### src/rtl/psl_consts.vh
// Purpose: Constants for the frame-start skew, clock output and loopback control bank.
// Assumes: APB byte address is four times the register index.
// Notes:   Definitions only.
`ifndef PSL_CONSTS_VH
`define PSL_CONSTS_VH

// ****************************************************************
// Register indices (byte address = index * 4)
// ****************************************************************
`define PSL_IDX_BASIC_MODE_CONTROL 10'h000
`define PSL_IDX_TEST_LOOP_CONTROL  10'h016
`define PSL_IDX_DEVICE_CONTROL     10'h01f
`define PSL_IDX_LANE_SKEW_STATUS   10'h055
`define PSL_IDX_ALIGN_FIFO_CONFIG  10'h0e9
`define PSL_IDX_LOOP_TUNING        10'h0fe
`define PSL_IDX_IO_CONFIG          10'h170
`define PSL_IDX_SFD_TIMING         10'h171
`define PSL_ADDR_W                 12

// ****************************************************************
// Reset values and the required alignment FIFO setting
// ****************************************************************
`define PSL_RST_BASIC_MODE_CONTROL 16'h0000
`define PSL_RST_TEST_LOOP_CONTROL  16'h0000
`define PSL_RST_DEVICE_CONTROL     16'h0000
`define PSL_RST_ALIGN_FIFO_CONFIG  16'h0000
`define PSL_RST_LOOP_TUNING        16'h0000
`define PSL_RST_IO_CONFIG          16'h0000
`define PSL_RST_SFD_TIMING         16'h0000
`define PSL_ALIGN_FIFO_GOOD        16'hdf22

// ****************************************************************
// Field positions
// ****************************************************************
`define PSL_BMC_MII_LOOP           14
`define PSL_DEV_SOFT_RESTART       14
`define PSL_TLC_MII_100_FIX        2
`define PSL_TLC_DIGITAL            3
`define PSL_TLC_ANALOG             4
`define PSL_TLC_EXTERNAL           5
`define PSL_TLC_REVERSE            6
`define PSL_TLC_MII_TO_MEDIA       9
`define PSL_IO_CLK_SEL_LSB         0
`define PSL_IO_CLK_CH_LSB          4
`define PSL_IO_CLK_DISABLE         6
`define PSL_SKW_VALID              15

// ****************************************************************
// Clock output sources and loop points
// ****************************************************************
`define PSL_CLK_REF                3'h0
`define PSL_CLK_RX125              3'h1
`define PSL_CLK_RX25               3'h2
`define PSL_CLK_LINE_TX            3'h3
`define PSL_LOOP_NONE              3'h0
`define PSL_LOOP_MII               3'h1
`define PSL_LOOP_PCS               3'h2
`define PSL_LOOP_DIGITAL           3'h3
`define PSL_LOOP_ANALOG            3'h4
`define PSL_LOOP_EXTERNAL          3'h5
`define PSL_LOOP_REVERSE           3'h6

// ****************************************************************
// Timing
// ****************************************************************
`define PSL_SKEW_STEP_NS           8
`define PSL_CLK_PERIOD_NS          8
`define PSL_SKEW_STEP_CYC          (`PSL_SKEW_STEP_NS / `PSL_CLK_PERIOD_NS)

`endif

### src/rtl/psl_ctrl.v
// Purpose: APB register bank steering frame-start skew capture, clock output selection and
//          loopback selection of a gigabit copper transceiver.
// Assumes: Link status and alignment skew come from the PHY core on another clock and are
//          resynchronised here; the clock multiplexer itself sits outside this module.
// Notes:   Zero-wait APB slave; every access answers in the first access cycle.
`include "psl_consts.vh"

// How it works
// - Skew report constant across one unbroken link.
// - Soft restart bit re-forms link for reporting.
// - Master 1000 skew in bits 7:4.
// - Slave 1000 skew in bits 3:0.
// - No skew reported at 100 Mb.
// - Reset default clock output follows reference.
// - Clock output selects recovered 125 or 25.
// - Clock output offers line transmit, any channel.
// - Disable bit stops clock output pin.
// - Receive clock recovered; reference clocks the rest.
// - MII loop in basic control, others test.
// - Loop modes independent of speed and interface.
// - Near-end loop point chosen by control bits.
// - MII loop may also transmit to media.
// - Frame-start pulse phase adjustable, 8 ns steps.
module psl_ctrl (
  input  wire        pclk,
  input  wire        presetn,
  input  wire        psel,
  input  wire        penable,
  input  wire        pwrite,
  input  wire [11:0] paddr,
  input  wire [31:0] pwdata,
  input  wire [3:0]  pstrb,
  output reg  [31:0] prdata,
  output reg         pready,
  output reg         pslverr,
  input  wire        link_up,
  input  wire        speed_1000,
  input  wire        master_mode,
  input  wire [3:0]  align_skew,
  output reg  [2:0]  clk_out_sel,
  output reg  [1:0]  clk_out_chan,
  output reg         clk_out_oe,
  output reg  [2:0]  loop_mode,
  output reg         mii_loop_to_media,
  output reg         mii_loop_100_fix,
  output reg         soft_restart,
  output reg  [3:0]  rx_frame_start_pulse_phase,
  output reg  [3:0]  tx_frame_start_pulse_phase
);

  // ****************************************************************
  // Registers
  // ****************************************************************
  reg  [15:0] basic_mode_control_q;
  reg  [15:0] test_loop_control_q;
  reg  [15:0] align_fifo_config_q;
  reg  [15:0] loop_tuning_q;
  reg  [15:0] io_config_q;
  reg  [15:0] sfd_timing_q;
  reg  [15:0] lane_skew_status_q;
  reg  [15:0] lane_skew_status_d;
  reg  [5:0]  meta_q;
  reg  [5:0]  sync_q;
  reg  [3:0]  skew_m1_q;
  reg  [3:0]  skew_m2_q;
  reg         link_prev_q;
  reg         restart_pend_q;
  reg  [15:0] rd_d;
  reg         hit_d;
  reg  [15:0] wdat;
  reg  [2:0]  loop_d;

  wire [9:0]  idx;
  wire        setup;
  wire        wr_en;
  wire        link_s;
  wire        speed_s;
  wire        master_s;
  wire        link_rise;

  assign idx       = paddr[11:2];
  assign setup     = psel & ~penable;
  assign wr_en     = psel & penable & pready & pwrite & ~pslverr;
  assign link_s    = sync_q[0];
  assign speed_s   = sync_q[1];
  assign master_s  = sync_q[2];
  assign link_rise = link_s & ~link_prev_q;

  // ****************************************************************
  // Input synchronisers
  // ****************************************************************
  // The skew word passes two flip-flops like the link levels; the core holds it
  // steady around link-up, so the word captured at the link edge has settled.
  always @(posedge pclk or negedge presetn) begin
    if (!presetn) begin
      meta_q      <= 6'h00;
      sync_q      <= 6'h00;
      skew_m1_q   <= 4'h0;
      skew_m2_q   <= 4'h0;
      link_prev_q <= 1'b0;
    end else begin
      meta_q      <= {3'h0, master_mode, speed_1000, link_up};
      sync_q      <= meta_q;
      skew_m1_q   <= align_skew;
      skew_m2_q   <= skew_m1_q;
      link_prev_q <= link_s;
    end
  end

  // ****************************************************************
  // Write data with byte strobes
  // ****************************************************************
  always @* begin
    wdat = 16'h0000;
    case (idx)
      `PSL_IDX_BASIC_MODE_CONTROL: wdat = basic_mode_control_q;
      `PSL_IDX_TEST_LOOP_CONTROL:  wdat = test_loop_control_q;
      `PSL_IDX_ALIGN_FIFO_CONFIG:  wdat = align_fifo_config_q;
      `PSL_IDX_LOOP_TUNING:        wdat = loop_tuning_q;
      `PSL_IDX_IO_CONFIG:          wdat = io_config_q;
      `PSL_IDX_SFD_TIMING:         wdat = sfd_timing_q;
      default:                     wdat = 16'h0000;
    endcase
    if (pstrb[0]) begin
      wdat[7:0] = pwdata[7:0];
    end
    if (pstrb[1]) begin
      wdat[15:8] = pwdata[15:8];
    end
  end

  // ****************************************************************
  // Software writable registers
  // ****************************************************************
  always @(posedge pclk or negedge presetn) begin
    if (!presetn) begin
      basic_mode_control_q <= `PSL_RST_BASIC_MODE_CONTROL;
      test_loop_control_q  <= `PSL_RST_TEST_LOOP_CONTROL;
      align_fifo_config_q  <= `PSL_RST_ALIGN_FIFO_CONFIG;
      loop_tuning_q        <= `PSL_RST_LOOP_TUNING;
      io_config_q          <= `PSL_RST_IO_CONFIG;
      sfd_timing_q         <= `PSL_RST_SFD_TIMING;
    end else if (wr_en) begin
      case (idx)
        `PSL_IDX_BASIC_MODE_CONTROL: basic_mode_control_q <= wdat;
        `PSL_IDX_TEST_LOOP_CONTROL:  test_loop_control_q  <= wdat;
        `PSL_IDX_ALIGN_FIFO_CONFIG:  align_fifo_config_q  <= wdat;
        `PSL_IDX_LOOP_TUNING:        loop_tuning_q        <= wdat;
        `PSL_IDX_IO_CONFIG:          io_config_q          <= wdat;
        `PSL_IDX_SFD_TIMING:         sfd_timing_q         <= wdat;
        default: begin
        end
      endcase
    end
  end

  // ****************************************************************
  // Soft restart
  // ****************************************************************
  // Writing one to the restart bit gives a one-cycle pulse; the bit reads back as one
  // until the link has gone down and formed again, then clears itself.
  always @(posedge pclk or negedge presetn) begin
    if (!presetn) begin
      soft_restart   <= 1'b0;
      restart_pend_q <= 1'b0;
    end else begin
      soft_restart <= wr_en && (idx == `PSL_IDX_DEVICE_CONTROL) &&
                      pstrb[1] && pwdata[`PSL_DEV_SOFT_RESTART];
      if (soft_restart) begin
        restart_pend_q <= 1'b1;
      end else if (link_rise) begin
        restart_pend_q <= 1'b0;
      end
    end
  end

  // ****************************************************************
  // Skew capture
  // ****************************************************************
  // Fields change only on the edge at which a link forms, so a reading stays
  // valid for the whole link. For a 1000 Mb link the valid flag records whether the alignment FIFO
  // held its required setting when that link formed; a 100 Mb link leaves it zero.
  always @* begin
    lane_skew_status_d = lane_skew_status_q;
    if (link_rise) begin
      lane_skew_status_d = 16'h0000;
      if (speed_s) begin
        lane_skew_status_d[`PSL_SKW_VALID] =
          (align_fifo_config_q == `PSL_ALIGN_FIFO_GOOD);
        if (master_s) begin
          lane_skew_status_d[7:4] = skew_m2_q;
        end else begin
          lane_skew_status_d[3:0] = skew_m2_q;
        end
      end
    end
  end

  always @(posedge pclk or negedge presetn) begin
    if (!presetn) begin
      lane_skew_status_q <= 16'h0000;
    end else begin
      lane_skew_status_q <= lane_skew_status_d;
    end
  end

  // ****************************************************************
  // Loop point decode
  // ****************************************************************
  // MII loop outranks the test register so that the 100 Mb fix value does not
  // also open a deeper loop.
  always @* begin
    loop_d = `PSL_LOOP_NONE;
    if (basic_mode_control_q[`PSL_BMC_MII_LOOP]) begin
      loop_d = `PSL_LOOP_MII;
    end else if (test_loop_control_q[`PSL_TLC_REVERSE]) begin
      loop_d = `PSL_LOOP_REVERSE;
    end else if (test_loop_control_q[`PSL_TLC_EXTERNAL]) begin
      loop_d = `PSL_LOOP_EXTERNAL;
    end else if (test_loop_control_q[`PSL_TLC_ANALOG]) begin
      loop_d = `PSL_LOOP_ANALOG;
    end else if (test_loop_control_q[`PSL_TLC_DIGITAL]) begin
      loop_d = `PSL_LOOP_DIGITAL;
    end else if (test_loop_control_q[`PSL_TLC_MII_100_FIX]) begin
      loop_d = `PSL_LOOP_PCS;
    end
  end

  // ****************************************************************
  // Control outputs
  // ****************************************************************
  // The loop point ignores speed and MAC interface on purpose.
  always @(posedge pclk or negedge presetn) begin
    if (!presetn) begin
      loop_mode         <= `PSL_LOOP_NONE;
      mii_loop_to_media <= 1'b0;
      mii_loop_100_fix  <= 1'b0;
      clk_out_sel       <= `PSL_CLK_REF;
      clk_out_chan      <= 2'h0;
      clk_out_oe        <= 1'b1;
      rx_frame_start_pulse_phase      <= 4'h0;
      tx_frame_start_pulse_phase      <= 4'h0;
    end else begin
      loop_mode         <= loop_d;
      mii_loop_to_media <= basic_mode_control_q[`PSL_BMC_MII_LOOP] &
                           test_loop_control_q[`PSL_TLC_MII_TO_MEDIA];
      mii_loop_100_fix  <= basic_mode_control_q[`PSL_BMC_MII_LOOP] &
                           test_loop_control_q[`PSL_TLC_MII_100_FIX];
      clk_out_sel       <= io_config_q[`PSL_IO_CLK_SEL_LSB +: 3];
      clk_out_chan      <= io_config_q[`PSL_IO_CLK_CH_LSB +: 2];
      clk_out_oe        <= ~io_config_q[`PSL_IO_CLK_DISABLE];
      rx_frame_start_pulse_phase      <= sfd_timing_q[3:0];
      tx_frame_start_pulse_phase      <= sfd_timing_q[7:4];
    end
  end

  // ****************************************************************
  // APB read and answer
  // ****************************************************************
  always @* begin
    hit_d = 1'b1;
    rd_d  = 16'h0000;
    case (idx)
      `PSL_IDX_BASIC_MODE_CONTROL: rd_d = basic_mode_control_q;
      `PSL_IDX_TEST_LOOP_CONTROL:  rd_d = test_loop_control_q;
      `PSL_IDX_DEVICE_CONTROL:     rd_d = {1'b0, restart_pend_q, 14'h0000};
      `PSL_IDX_LANE_SKEW_STATUS:   rd_d = lane_skew_status_q;
      `PSL_IDX_ALIGN_FIFO_CONFIG:  rd_d = align_fifo_config_q;
      `PSL_IDX_LOOP_TUNING:        rd_d = loop_tuning_q;
      `PSL_IDX_IO_CONFIG:          rd_d = io_config_q;
      `PSL_IDX_SFD_TIMING:         rd_d = sfd_timing_q;
      default:                     hit_d = 1'b0;
    endcase
    if (paddr[1:0] != 2'h0) begin
      hit_d = 1'b0;
    end
  end

  always @(posedge pclk or negedge presetn) begin
    if (!presetn) begin
      pready  <= 1'b0;
      pslverr <= 1'b0;
      prdata  <= 32'h00000000;
    end else begin
      pready  <= setup;
      pslverr <= setup & ~hit_d;
      if (setup && !pwrite && hit_d) begin
        prdata <= {16'h0000, rd_d};
      end else if (setup) begin
        prdata <= 32'h00000000;
      end
    end
  end

endmodule // psl_ctrl

### config.mk
export PLATFORM = sky130hd
export DESIGN_NAME = psl_ctrl
export DESIGN_NICKNAME = d
export VERILOG_FILES = /design/src/rtl/psl_ctrl.v
export VERILOG_INCLUDE_DIRS = /design/src /design/src/rtl
export SDC_FILE = /design/constraint.sdc
export NUM_CORES = 1
export LEC_CHECK = 0
export BUFFER_PORTS_ARGS = -buffer_cell sky130_fd_sc_hd__buf_4
export CAP_MARGIN = 10
export CORE_AREA = 2 2 110 166
export DETAILED_ROUTE_END_ITERATION = 8
export DIE_AREA = 0 0 112 168
export GPL_TIMING_DRIVEN = 0
export PLACE_DENSITY_LB_ADDON = 0.15
export SLEW_MARGIN = 20
export SYNTH_ARGS = -nofsm -noshare
export SYNTH_HDL_FRONTEND = slang
export SYNTH_SLANG_ARGS = --single-unit
### constraint.sdc
create_clock -name pclk -period 4.1 [get_ports pclk]
set_clock_uncertainty 0.2 [all_clocks]
set_input_delay 0.41 -clock pclk [delete_from_list [all_inputs] [get_ports pclk]]
set_output_delay 0.41 -clock pclk [all_outputs]
set_load 0.02 [all_outputs]
==> flow_summary_export.csv, run 1 <==
group,metric,value,unit
floorplanning,fp.coreArea,0.01757,mm²
detailed_routing,detailroute.via_count,5318,
yosys,yosysWarningCount,0,
sta,rsz0062_at_grt,"false",
critical_path,r2r_setup_slack,1.66,ns
clock_tree,tritoncts.num_buffers,17,
power,power_leakage,3.966,nW
critical_path,worst-endpoint-required,4.25,ns
clock_tree,tritoncts_clock_tree,"yes",
sta,layout_min_cycle_time,2.754,ns
sta,max_slew_margin,34.96,%
floorplanning,initial_core_util,39.02,%
sta,fin_ws,1.346,ns
critical_path,r2r_start,"pready",
floorplanning,design.portCount,114,
layout,drive_gt1_share,23.61,%
global_route,antenna_found_initial,0,
yosys,complex_gate_fraction_of_the_synthesized_area,17.81,%
floorplanning,floorplan.die_area,0.01882,mm²
yosys,synth_top_flop_cell,"sky130_fd_sc_hd__dfrtp_1",
min_path,timing.hold.worst.start,"pwdata[9]",
sta,max_freq,0.3631,GHz
critical_path,data_arrival_time_at_the_worst_slack_endpoint,2.90,ns
power,power.density,391.1,mW/mm²
sta,setup_total_negative_slack,0,ns
critical_path,timing.reg2reg.worst_path_depth,6,
global_route,grt_pass1_vias,5458,
outcome,run_status,"complete, no violations",
yosys,synth_edf_count,0,
yosys,synthArstFlopShare,100.0,%
critical_path,critPathKind,"input port to flop",
critical_path,crit_end,"prdata[8]",
layout,layout.cells.non_filler,971,
power,post-layout-total-power,0.003309,W
placement,routabilityCongestion,0.9021,
yosys,ys_seq_area_share,58.06,%
critical_path,critPathLaunchType,"input port",
critical_path,crit_path_cell_trace,"buf_4 -> nor4_2 -> nor3b_4 -> nor2_1 -> nand3_1 -> nand4b_2 -> buf_2 -> o21ai_1",
detailed_routing,drt_pre_antenna_iters,7,
clock_tree,cts_max_path_buffers,2,
min_path,worst_hold_path_type,"input port to flop",
placement,dp.cells,931,
layout,commonest_non_fill_non_tap_cell_in_the_layout,"sky130_fd_sc_hd__dfrtp_1",
critical_path,worst_path_slowest_cell,"sky130_fd_sc_hd__nor4_2",
power,vdd_ir_drop_max,0.0002106,V
yosys,synth.cell_area,0.006855,mm²
layout,antennaDiodeCount,0,
placement,io_buffer_count,79,
critical_path,critical_path.reg2reg.endpoint,"test_loop_control_q[4]",
yosys,synth_xor_area_share,0,%
placement,post-dp-hpwl,14100,µm
clock_tree,master_cell_of_the_clock_root_buffer,"sky130_fd_sc_hd__clkbuf_16",
global_route,global_route.overflow_total,0,
yosys,multiplexer_area_fraction_after_synthesis,7.009,%
global_route,grt_pass1_wl,30170,µm
global_route,grt_max_degree,83,
layout,final_cell_mix,"158 x sky130_fd_sc_hd__dfrtp_1, 94 x sky130_fd_sc_hd__buf_4, 86 x sky130_fd_sc_hd__nand2_1",
layout,nNetsFinal,801,
yosys,avgSynthCellArea,11.07,µm²
critical_path,endpoint_kind,"flop",
detailed_routing,final_antenna_net_count,0,
sta,finalMaxSlewViolations,0,
yosys,synth_seq_cells,159,
detailed_routing,drc,0,
yosys,synth_top_family_by_area,"compound AO/OA/AOI/OAI gates",
detailed_routing,detailedRoute.firstIterationViolations,264,
detailed_routing,drt-vias-per-instance,5.477,
detailed_routing,wl_per_cell,19.61,µm
sta,worst-slew-pin-transition,0.9681,ns
clock_tree,cts.sink_count,159,
global_route,groute.usage.overall,20.98,%
yosys,yosys.area_share.adder,0,%
critical_path,largest_stage_delay_worst_path,0.84,ns
critical_path,path_max_fanout,10,
layout,area_growth,23.43,%
clock_tree,reg_clk_slew_reported_paths,0.07,ns
sta,number_of_hold_violations_in_the_final_report,0,
floorplanning,count_of_standard_cell_rows,60,
yosys,synth_cell_type_count,53,
floorplanning,chipHeight,168,µm
yosys,synth-simple-area-share,12.92,%
detailed_routing,wirelength,19040,µm
clock_tree,cts.htree.levels,4,
sta,final.period_utilization,67.17,%
floorplanning,die_w,112,µm
yosys,netlist_instances,619,
sta,setup-violations-final,0,
critical_path,cp_startpoint,"paddr[2]",
clock_tree,clock_insertion_delay_worst_skew,0.42,ns
placement,dp_worst_setup_slack,0.9281,ns
run,max_cap_violations,0,
## timing repair
action	4_1_cts	5_1_grt
hold buffers	8	0
endpoints found under the hold margin	88	0
resized for setup	0	0
buffers inserted	0	0
## logic make-up after synthesis
group | count (synthesis)
other | 1
muxes | 44
AOI/OAI and AO/OA | 182
buffers and inverters | 58
and+or+nand+nor | 175
DFF | 159
## worst min path at each step
| stage | cells past startpoint | to | slack [ns] |
|---|---|---|---|
| 4_1_cts | 2 | basic_mode_control_q[9] | 0.02 |
| 6_report | 2 | basic_mode_control_q[9] | 0.03 |
| 2_1_floorplan | 0 | align_fifo_config_q[0] | -0.09 |
| 3_5_place_dp | 0 | skew_m2_q[3] | 0.14 |
| 3_3_place_gp | 0 | skew_m2_q[1] | 0.14 |
| 5_1_grt | 2 | basic_mode_control_q[9] | 0.01 |
## cells in the mapped netlist, drive strengths merged, types with 2 or more instances
library cell  count  area, µm²
nand2            86      322.8
o2bb2ai           9      78.83
a21o              3      22.52
nand4             3      18.77
a221o             9      90.09
a22oi             5      37.54
nor3              8      61.31
nor3b             2      26.28
a211oi            3      22.52
mux2             32      360.4
nand3             7      35.03
a22o             17      148.9
or2               2      12.52
o31ai             7      52.55
or4b              2      23.77
and3              2      12.51
dfrtp           158       3954
nor4             10      75.07
o21a              5      37.54
mux2i            12      120.1
buf              21      145.1
and2              3      18.77
nand2b           13      81.33
nand4b            3      32.53
nor2             28      105.1
clkbuf           24      90.09
a221oi           15      131.4
a21boi            5      37.54
a2bb2oi           3      26.28
a31oi             2      12.51
or3               2      17.52
a21oi            10      50.05
inv              13      48.80
o21ai            86      430.4
## per-layer routing
metal  GRT usage [%]  part of all wire (%)  up-vias
met5               0                     0        -
met4           9.968                   3.8        0
met3           3.708                   4.1       39
met2           36.97                    53      183
met1           24.76                    39     2637
li1                -                     -     2459
## per-stage QoR
stage | instance area, µm² | util (%) | hold WS (ns)
final | 8462 | 48.17 | 0.02928
after CTS | 8462 | 48.17 | 0.01847
after global placement | 7776 | 44.27 | 0.1363
after global routing | 8462 | 48.17 | 0.01261
after floorplan | 6912 | - | -0.08559
after detailed placement | 7811 | 44.47 | 0.1371
## registers in the layout, indices dropped and copies added, names as in the netlist, 2 cells and up
name,flops
align_fifo_config_q,16
basic_mode_control_q,16
io_config_q,16
loop_tuning_q,16
prdata,16
sfd_timing_q,16
test_loop_control_q,16
lane_skew_status_q,9
rx_frame_start_pulse_phase,4
skew_m1_q,4
skew_m2_q,4
tx_frame_start_pulse_phase,4
clk_out_sel,3
loop_mode,3
meta_q,3
sync_q,3
clk_out_chan,2
## worst max-delay path, delay by kind of cell
family	cells	cell delay (ns)
AOI/OAI and AO/OA	1	0.16
buffers and inverters	2	0.40
and+or+nand+nor	5	1.92
## where the power goes
group	switching (W)	internal, W
clock	0.000671	0.000865
combinational	0.000112	0.0000687
sequential	0.00000873	0.00158
## layout make-up
type / count / area [µm²]
clock inverter: 13 / 127.6
fill: 1656 / 9105
inverter: 13 / 48.80
tap: 217 / 271.5
sequential: 159 / 3980
multi-input combinational: 417 / 2648
buffer: 45 / 235.2
clock buffer: 19 / 442.9
timing repair buffer: 88 / 708.2
Note: power is estimated with default switching activity, not from simulation.
==> inputs of run 2 (changes only) <==
==> constraint.sdc (replaced) <==
create_clock -name pclk -period 2.8 [get_ports pclk]
set_clock_uncertainty 0.2 [all_clocks]
set_input_delay 0.28 -clock pclk [delete_from_list [all_inputs] [get_ports pclk]]
set_output_delay 0.28 -clock pclk [all_outputs]
set_load 0.02 [all_outputs]
==> run 2 against run 1 <==
Wire length rose by 0.92%. Clock-buffer cell count did not move. Critical path depth unchanged. Die area unchanged. Hold slack worse by 0.016 ns. Global-route usage up 0.17 points. Non-clock buffer count increased by 17. Sequential power rose by 47%. Register-to-register slack lost 1.3 ns. Final area grew 2.0%. Clock power rose by 46%. Combinational power up 57%.
==> flow_summary_export.csv, run 2 (synthesis results as in run 1) <==
group,metric,value,unit
power,internal_power,0.003702,W
floorplanning,design.portCount,114,
sta,layout_min_cycle_time,2.623,ns
critical_path,path_max_fanout,10,
detailed_routing,detailedRoute.firstIterationViolations,311,
global_route,global_route.overflow_total,0,
power,power_switching_share,23.94,%
global_route,groute.usage.overall,21.15,%
critical_path,critPathLaunchType,"input port",
layout,area_growth,25.92,%
detailed_routing,final_antenna_net_count,0,
sta,setup-violations-final,0,
sta,rsz0062_at_grt,"false",
detailed_routing,drt_pre_antenna_iters,5,
power,power.density,563.9,mW/mm²
layout,commonest_non_fill_non_tap_cell_in_the_layout,"sky130_fd_sc_hd__dfrtp_1",
floorplanning,initial_core_util,39.02,%
critical_path,endpoint_kind,"flop",
layout,antennaDiodeCount,0,
clock_tree,tritoncts.num_buffers,17,
clock_tree,reg_clk_slew_reported_paths,0.06,ns
placement,postPlaceCellArea,0.007811,mm²
layout,nNetsFinal,818,
power,power.sequential.fraction,47.9,%
placement,post-dp-hpwl,14100,µm
detailed_routing,wl_per_cell,19.45,µm
global_route,grt_max_degree,83,
critical_path,worst_path_dominant_cell_family,"simple AND/OR/NAND/NOR gates",
sta,max_freq,0.3812,GHz
power,switching_power,0.001165,W
global_route,grt_pass1_wl,30450,µm
run,max_cap_violations,0,
floorplanning,fp.coreArea,0.01757,mm²
floorplanning,die_w,112,µm
floorplanning,count_of_standard_cell_rows,60,
sta,worst-slew-pin-transition,0.9745,ns
floorplanning,chipHeight,168,µm
clock_tree,clock_insertion_delay_worst_skew,0.42,ns
critical_path,critPathBufInv,2,
clock_tree,tritoncts_clock_tree,"yes",
detailed_routing,drc,0,
placement,io_buffer_count,79,
layout,postLayoutCoreUtil,49.14,%
critical_path,critPathKind,"input port to flop",
detailed_routing,wirelength,19220,µm
power,power.share.clock,46.2,%
detailed_routing,drt-vias-per-instance,5.430,
critical_path,largest_stage_delay_worst_path,0.84,ns
sta,final.period_utilization,93.70,%
power,vdd_ir_drop_max,0.0003151,V
outcome,run_status,"complete, no violations",
critical_path,worst_path_slowest_cell,"sky130_fd_sc_hd__nor4_2",
power,power_leakage,4.038,nW
sta,max_slew_margin,34.53,%
layout,final_cell_mix,"158 x sky130_fd_sc_hd__dfrtp_1, 94 x sky130_fd_sc_hd__buf_4, 86 x sky130_fd_sc_hd__nand2_1",
critical_path,data_arrival_time_at_the_worst_slack_endpoint,2.77,ns
clock_tree,master_cell_of_the_clock_root_buffer,"sky130_fd_sc_hd__clkbuf_16",
clock_tree,cts.sink_count,159,
placement,routabilityCongestion,0.9021,
detailed_routing,detailroute.via_count,5365,
clock_tree,cts_max_path_buffers,2,
clock_tree,cts.htree.levels,4,
layout,drive_gt1_share,23.09,%
sta,number_of_hold_violations_in_the_final_report,0,
sta,finalMaxSlewViolations,0,
power,part_of_the_total_power_dissipated_in_combinational_logic,5.9,%
global_route,grt_pass1_vias,5527,
critical_path,crit_path_cell_trace,"buf_4 -> nor4_2 -> nor3b_4 -> nor2_1 -> nand3_1 -> nand4b_2 -> buf_2 -> o21ai_1",
global_route,antenna_found_initial,0,
critical_path,worst-endpoint-required,2.95,ns
min_path,worst_hold_path_type,"input port to flop",
layout,final_cell_area,0.008632,mm²
floorplanning,floorplan.die_area,0.01882,mm²
==> run 2: worst reg2reg max path: stages (launching register included) <==
cell and delay, ns:
sky130_fd_sc_hd__dfrtp_1 0.35, sky130_fd_sc_hd__nand4_1 0.16, sky130_fd_sc_hd__nor2_1 0.53, sky130_fd_sc_hd__nand2_1 0.43
sky130_fd_sc_hd__clkbuf_1 0.39, sky130_fd_sc_hd__nand2_1 0.15, sky130_fd_sc_hd__o21ai_0 0.10
==> run 2: metrics by stage <==
stage | instances | TNS, ns | total power, W | hold WS, ns | worst slack, ns
3_5_place_dp | 931 | -8.704 | 0.002635 | 0.1163 | -0.2419
2_1_floorplan | 634 | 0 | 0.002484 | -0.2156 | 0.4718
5_1_grt | 988 | 0 | 0.005052 | 0.01896 | 0.05618
6_report | 988 | 0 | 0.004868 | 0.01281 | 0.1765
3_3_place_gp | 930 | -6.978 | 0.002624 | 0.1363 | -0.2164
4_1_cts | 988 | 0 | 0.004903 | 0.01257 | 0.1874
==> run 2: power by group through the flow <==
| stage | Combinational, W | Sequential, W | Clock (W) |
|---|---|---|---|
| global placement | 0.000249 | 0.00237 | 0 |
| floorplan | 0.000111 | 0.00237 | 0 |
| global route | 0.000313 | 0.00233 | 0.00241 |
| detailed placement | 0.000260 | 0.00238 | 0 |
| CTS | 0.000289 | 0.00233 | 0.00228 |
| finish | 0.000285 | 0.00233 | 0.00225 |
==> run 2: path summary, 6_finish.rpt <==
kind                            slack, ns  depth (start not counted)                endpoint          from
worst max-delay path                 0.18                          8               prdata[8]      paddr[2]
worst min-delay path                 0.01                          3            soft_restart       penable
worst max register to register       0.37                          6  test_loop_control_q[4]        pready
worst min register to register       0.15                          0            skew_m2_q[3]  skew_m1_q[3]
max in group asynchronous            1.32                          3              clk_out_oe       presetn
min in group asynchronous            0.25                          2               prdata[2]       presetn
==> run 2: area by class of cell <==
type	instances	area, µm²
well taps	217	271.5
multi-input cells	417	2648
fillers	1643	8935
clock buffers	19	442.9
plain buffers	45	235.2
clock inverters	13	127.6
flip-flops and latches	159	3980
repair buffers	105	878.3
inverters	13	48.80
==> run 2: what timing repair did <==
action	in CTS	in global routing
resized for setup	0	0
endpoints found under the hold margin	104	0
buffers inserted	0	0
hold buffers	25	0
==> run 2: routing by layer <==
metal	global-route usage, %	share of wire, %	up-vias
met1	24.95	39	2651
met3	3.636	3.6	41
li1	-	-	2497
met5	0	0	-
met4	9.968	3.9	0
met2	37.39	53	176
==> inputs of run 3 (changes only) <==
--- a/config.mk
+++ b/config.mk
@@ -8,10 +8,11 @@
 export LEC_CHECK = 0
 export BUFFER_PORTS_ARGS = -buffer_cell sky130_fd_sc_hd__buf_4
 export CAP_MARGIN = 10
-export CORE_AREA = 2 2 110 166
+export CORE_AREA = 2 2 94 141
 export DETAILED_ROUTE_END_ITERATION = 8
-export DIE_AREA = 0 0 112 168
+export DIE_AREA = 0 0 96 143
 export GPL_TIMING_DRIVEN = 0
+export MAX_ROUTING_LAYER = met4
 export PLACE_DENSITY_LB_ADDON = 0.15
 export SLEW_MARGIN = 20
 export SYNTH_ARGS = -nofsm -noshare
==> run 3 against run 2 <==
Final cell count is 6.2% lower. Critical path depth stayed put. Die area is 27% lower. Setup slack better by 0.085 ns. Via count is 2.2% higher. Flip-flop and latch count stayed put. Register-to-register slack better by 0.09 ns. Non-clock buffer count is 1 higher. Core utilization is 20 points higher. First-iteration DRC count is 6.1% higher. Critical endpoint is now prdata[7]. Sequential share of layout area is 0.29 points higher.
==> flow_summary_export.csv, run 3 (synthesis results as in run 1) <==
group,metric,value,unit
outcome,run_status,"complete, no violations",
clock_tree,cts_max_path_buffers,2,
sta,fin_ws,0.2618,ns
layout,filler_cell_count,943,
critical_path,worst-endpoint-required,2.95,ns
critical_path,data_arrival_time_at_the_worst_slack_endpoint,2.69,ns
layout,drive_gt1_share,22.96,%
min_path,worst_hold_path_type,"input port to flop",
floorplanning,design.portCount,114,
power,vdd_ir_drop_max,0.0004100,V
layout,multi_input_area,0.002648,mm²
layout,antennaDiodeCount,0,
critical_path,path_max_fanout,10,
floorplanning,die_w,96,µm
placement,dp.cells,870,
detailed_routing,wirelength,18690,µm
global_route,global_route.overflow_total,0,
clock_tree,post_cts.repair.setup_buffers,0,
critical_path,critPathLaunchType,"input port",
layout,layout.cells.non_filler,927,
detailed_routing,drc,0,
clock_tree,tritoncts.num_buffers,17,
global_route,grt_pass1_vias,5678,
critical_path,crit_path_cell_trace,"buf_4 -> nor4_2 -> nor3b_4 -> nor2_1 -> nand3_1 -> nand4b_2 -> buf_2 -> o21ai_1",
floorplanning,initial_core_util,55.07,%
global_route,groute.usage.overall,30.13,%
clock_tree,reg_clk_slew_reported_paths,0.07,ns
placement,postPlaceCellArea,0.007735,mm²
placement,post-dp-hpwl,13540,µm
placement,dp_worst_setup_slack,-0.1429,ns
layout,area_growth,25.13,%
clock_tree,tritoncts_clock_tree,"yes",
detailed_routing,wl_per_cell,20.16,µm
critical_path,largest_stage_delay_worst_path,0.73,ns
critical_path,endpoint_kind,"flop",
layout,commonest_non_fill_non_tap_cell_in_the_layout,"sky130_fd_sc_hd__dfrtp_1",
critical_path,critPathKind,"input port to flop",
sta,layout_min_cycle_time,2.538,ns
sta,max_freq,0.3940,GHz
floorplanning,count_of_standard_cell_rows,50,
floorplanning,fp.coreArea,0.01245,mm²
run,max_cap_violations,0,
power,power.density,574.0,mW/mm²
sta,worst-slew-pin-transition,0.9158,ns
layout,final_cell_mix,"158 x sky130_fd_sc_hd__dfrtp_1, 94 x sky130_fd_sc_hd__buf_4, 86 x sky130_fd_sc_hd__nand2_1",
sta,setup_total_negative_slack,0,ns
layout,final-seq-area,0.003980,mm²
detailed_routing,detailroute.via_count,5482,
global_route,grt_pass1_wl,29460,µm
sta,final.period_utilization,90.65,%
power,power_leakage,4.042,nW
floorplanning,chipHeight,143,µm
sta,rsz0062_at_grt,"false",
placement,io_buffer_count,79,
placement,routabilityCongestion,0.9307,
sta,number_of_hold_violations_in_the_final_report,0,
global_route,antenna_found_initial,0,
clock_tree,master_cell_of_the_clock_root_buffer,"sky130_fd_sc_hd__clkbuf_16",
floorplanning,floorplan.die_area,0.01373,mm²
sta,max_slew_margin,38.48,%
critical_path,worst_path_slowest_cell,"sky130_fd_sc_hd__nor4_2",
layout,nNetsFinal,819,
detailed_routing,final_antenna_net_count,0,
clock_tree,cts.htree.levels,4,
detailed_routing,drt_pre_antenna_iters,7,
clock_tree,clock_insertion_delay_worst_skew,0.43,ns
detailed_routing,detailedRoute.firstIterationViolations,330,
clock_tree,cts.sink_count,159,
detailed_routing,drt-vias-per-instance,5.914,
global_route,grt_max_degree,93,
sta,setup-violations-final,0,
sta,finalMaxSlewViolations,0,
layout,final_cell_area,0.008578,mm²
-- run 3: final timing paths --
| kind | startpoint | endpoint | slack [ns] | cells past startpoint |
|---|---|---|---|---|
| setup / recovery | paddr[2] | prdata[7] | 0.26 | 8 |
| hold / removal | pwdata[14] | soft_restart | 0.05 | 3 |
| setup reg to reg | pready | test_loop_control_q[5] | 0.46 | 6 |
| hold reg to reg | skew_m1_q[0] | skew_m2_q[0] | 0.15 | 0 |
| max in group asynchronous | presetn | clk_out_oe | 1.37 | 3 |
| min in group asynchronous | presetn | prdata[1] | 0.19 | 2 |
-- run 3: what timing repair did --
item,CTS,global route
hold endpoints to repair,90,0
gates resized for setup,0,0
hold buffers,26,0
-- run 3: final cells by class --
class | count | share of cell area [%]
tap | 156 | 2.275
multi-input combinational | 417 | 30.86
clock inverter | 13 | 1.794
sequential | 159 | 46.40
inverter | 13 | 0.5688
clock buffer | 18 | 5.003
buffer | 45 | 2.742
timing repair buffer | 106 | 10.36
-- run 3: routing by layer --
| metal | GRT usage [%] | vias up | wire [µm] |
|---|---|---|---|
| met5 | - | - | 0 |
| met4 | 17.89 | 0 | 1034 |
| met3 | 5.330 | 62 | 830 |
| met2 | 50.11 | 197 | 10110 |
| met1 | 33.20 | 2734 | 6718 |
| li1 | - | 2489 | - |
-- run 3: per-stage QoR --
| step | utilization (%) | hold WS (ns) | power, W |
|---|---|---|---|
| floorplan | - | -0.2156 | 0.002484 |
| global placement | 61.85 | 0.1344 | 0.002619 |
| detailed placement | 62.13 | 0.06784 | 0.002633 |
| CTS | 68.90 | 0.05156 | 0.004939 |
| global route | 68.90 | 0.05395 | 0.005074 |
| finish | 68.90 | 0.04993 | 0.004924 |
-- run 3: worst max-delay path: cells and delay by family --
family / cells / cell delay, ns
simple gates: 5 / 1.85
buf+inv: 2 / 0.40
compound gates: 1 / 0.15
-- run 3: report_power, final --
part           switching (W)  total (W)  internal, W
clock               0.000976    0.00230      0.00133
combinational       0.000172   0.000288     0.000116
sequential         0.0000134    0.00233      0.00232
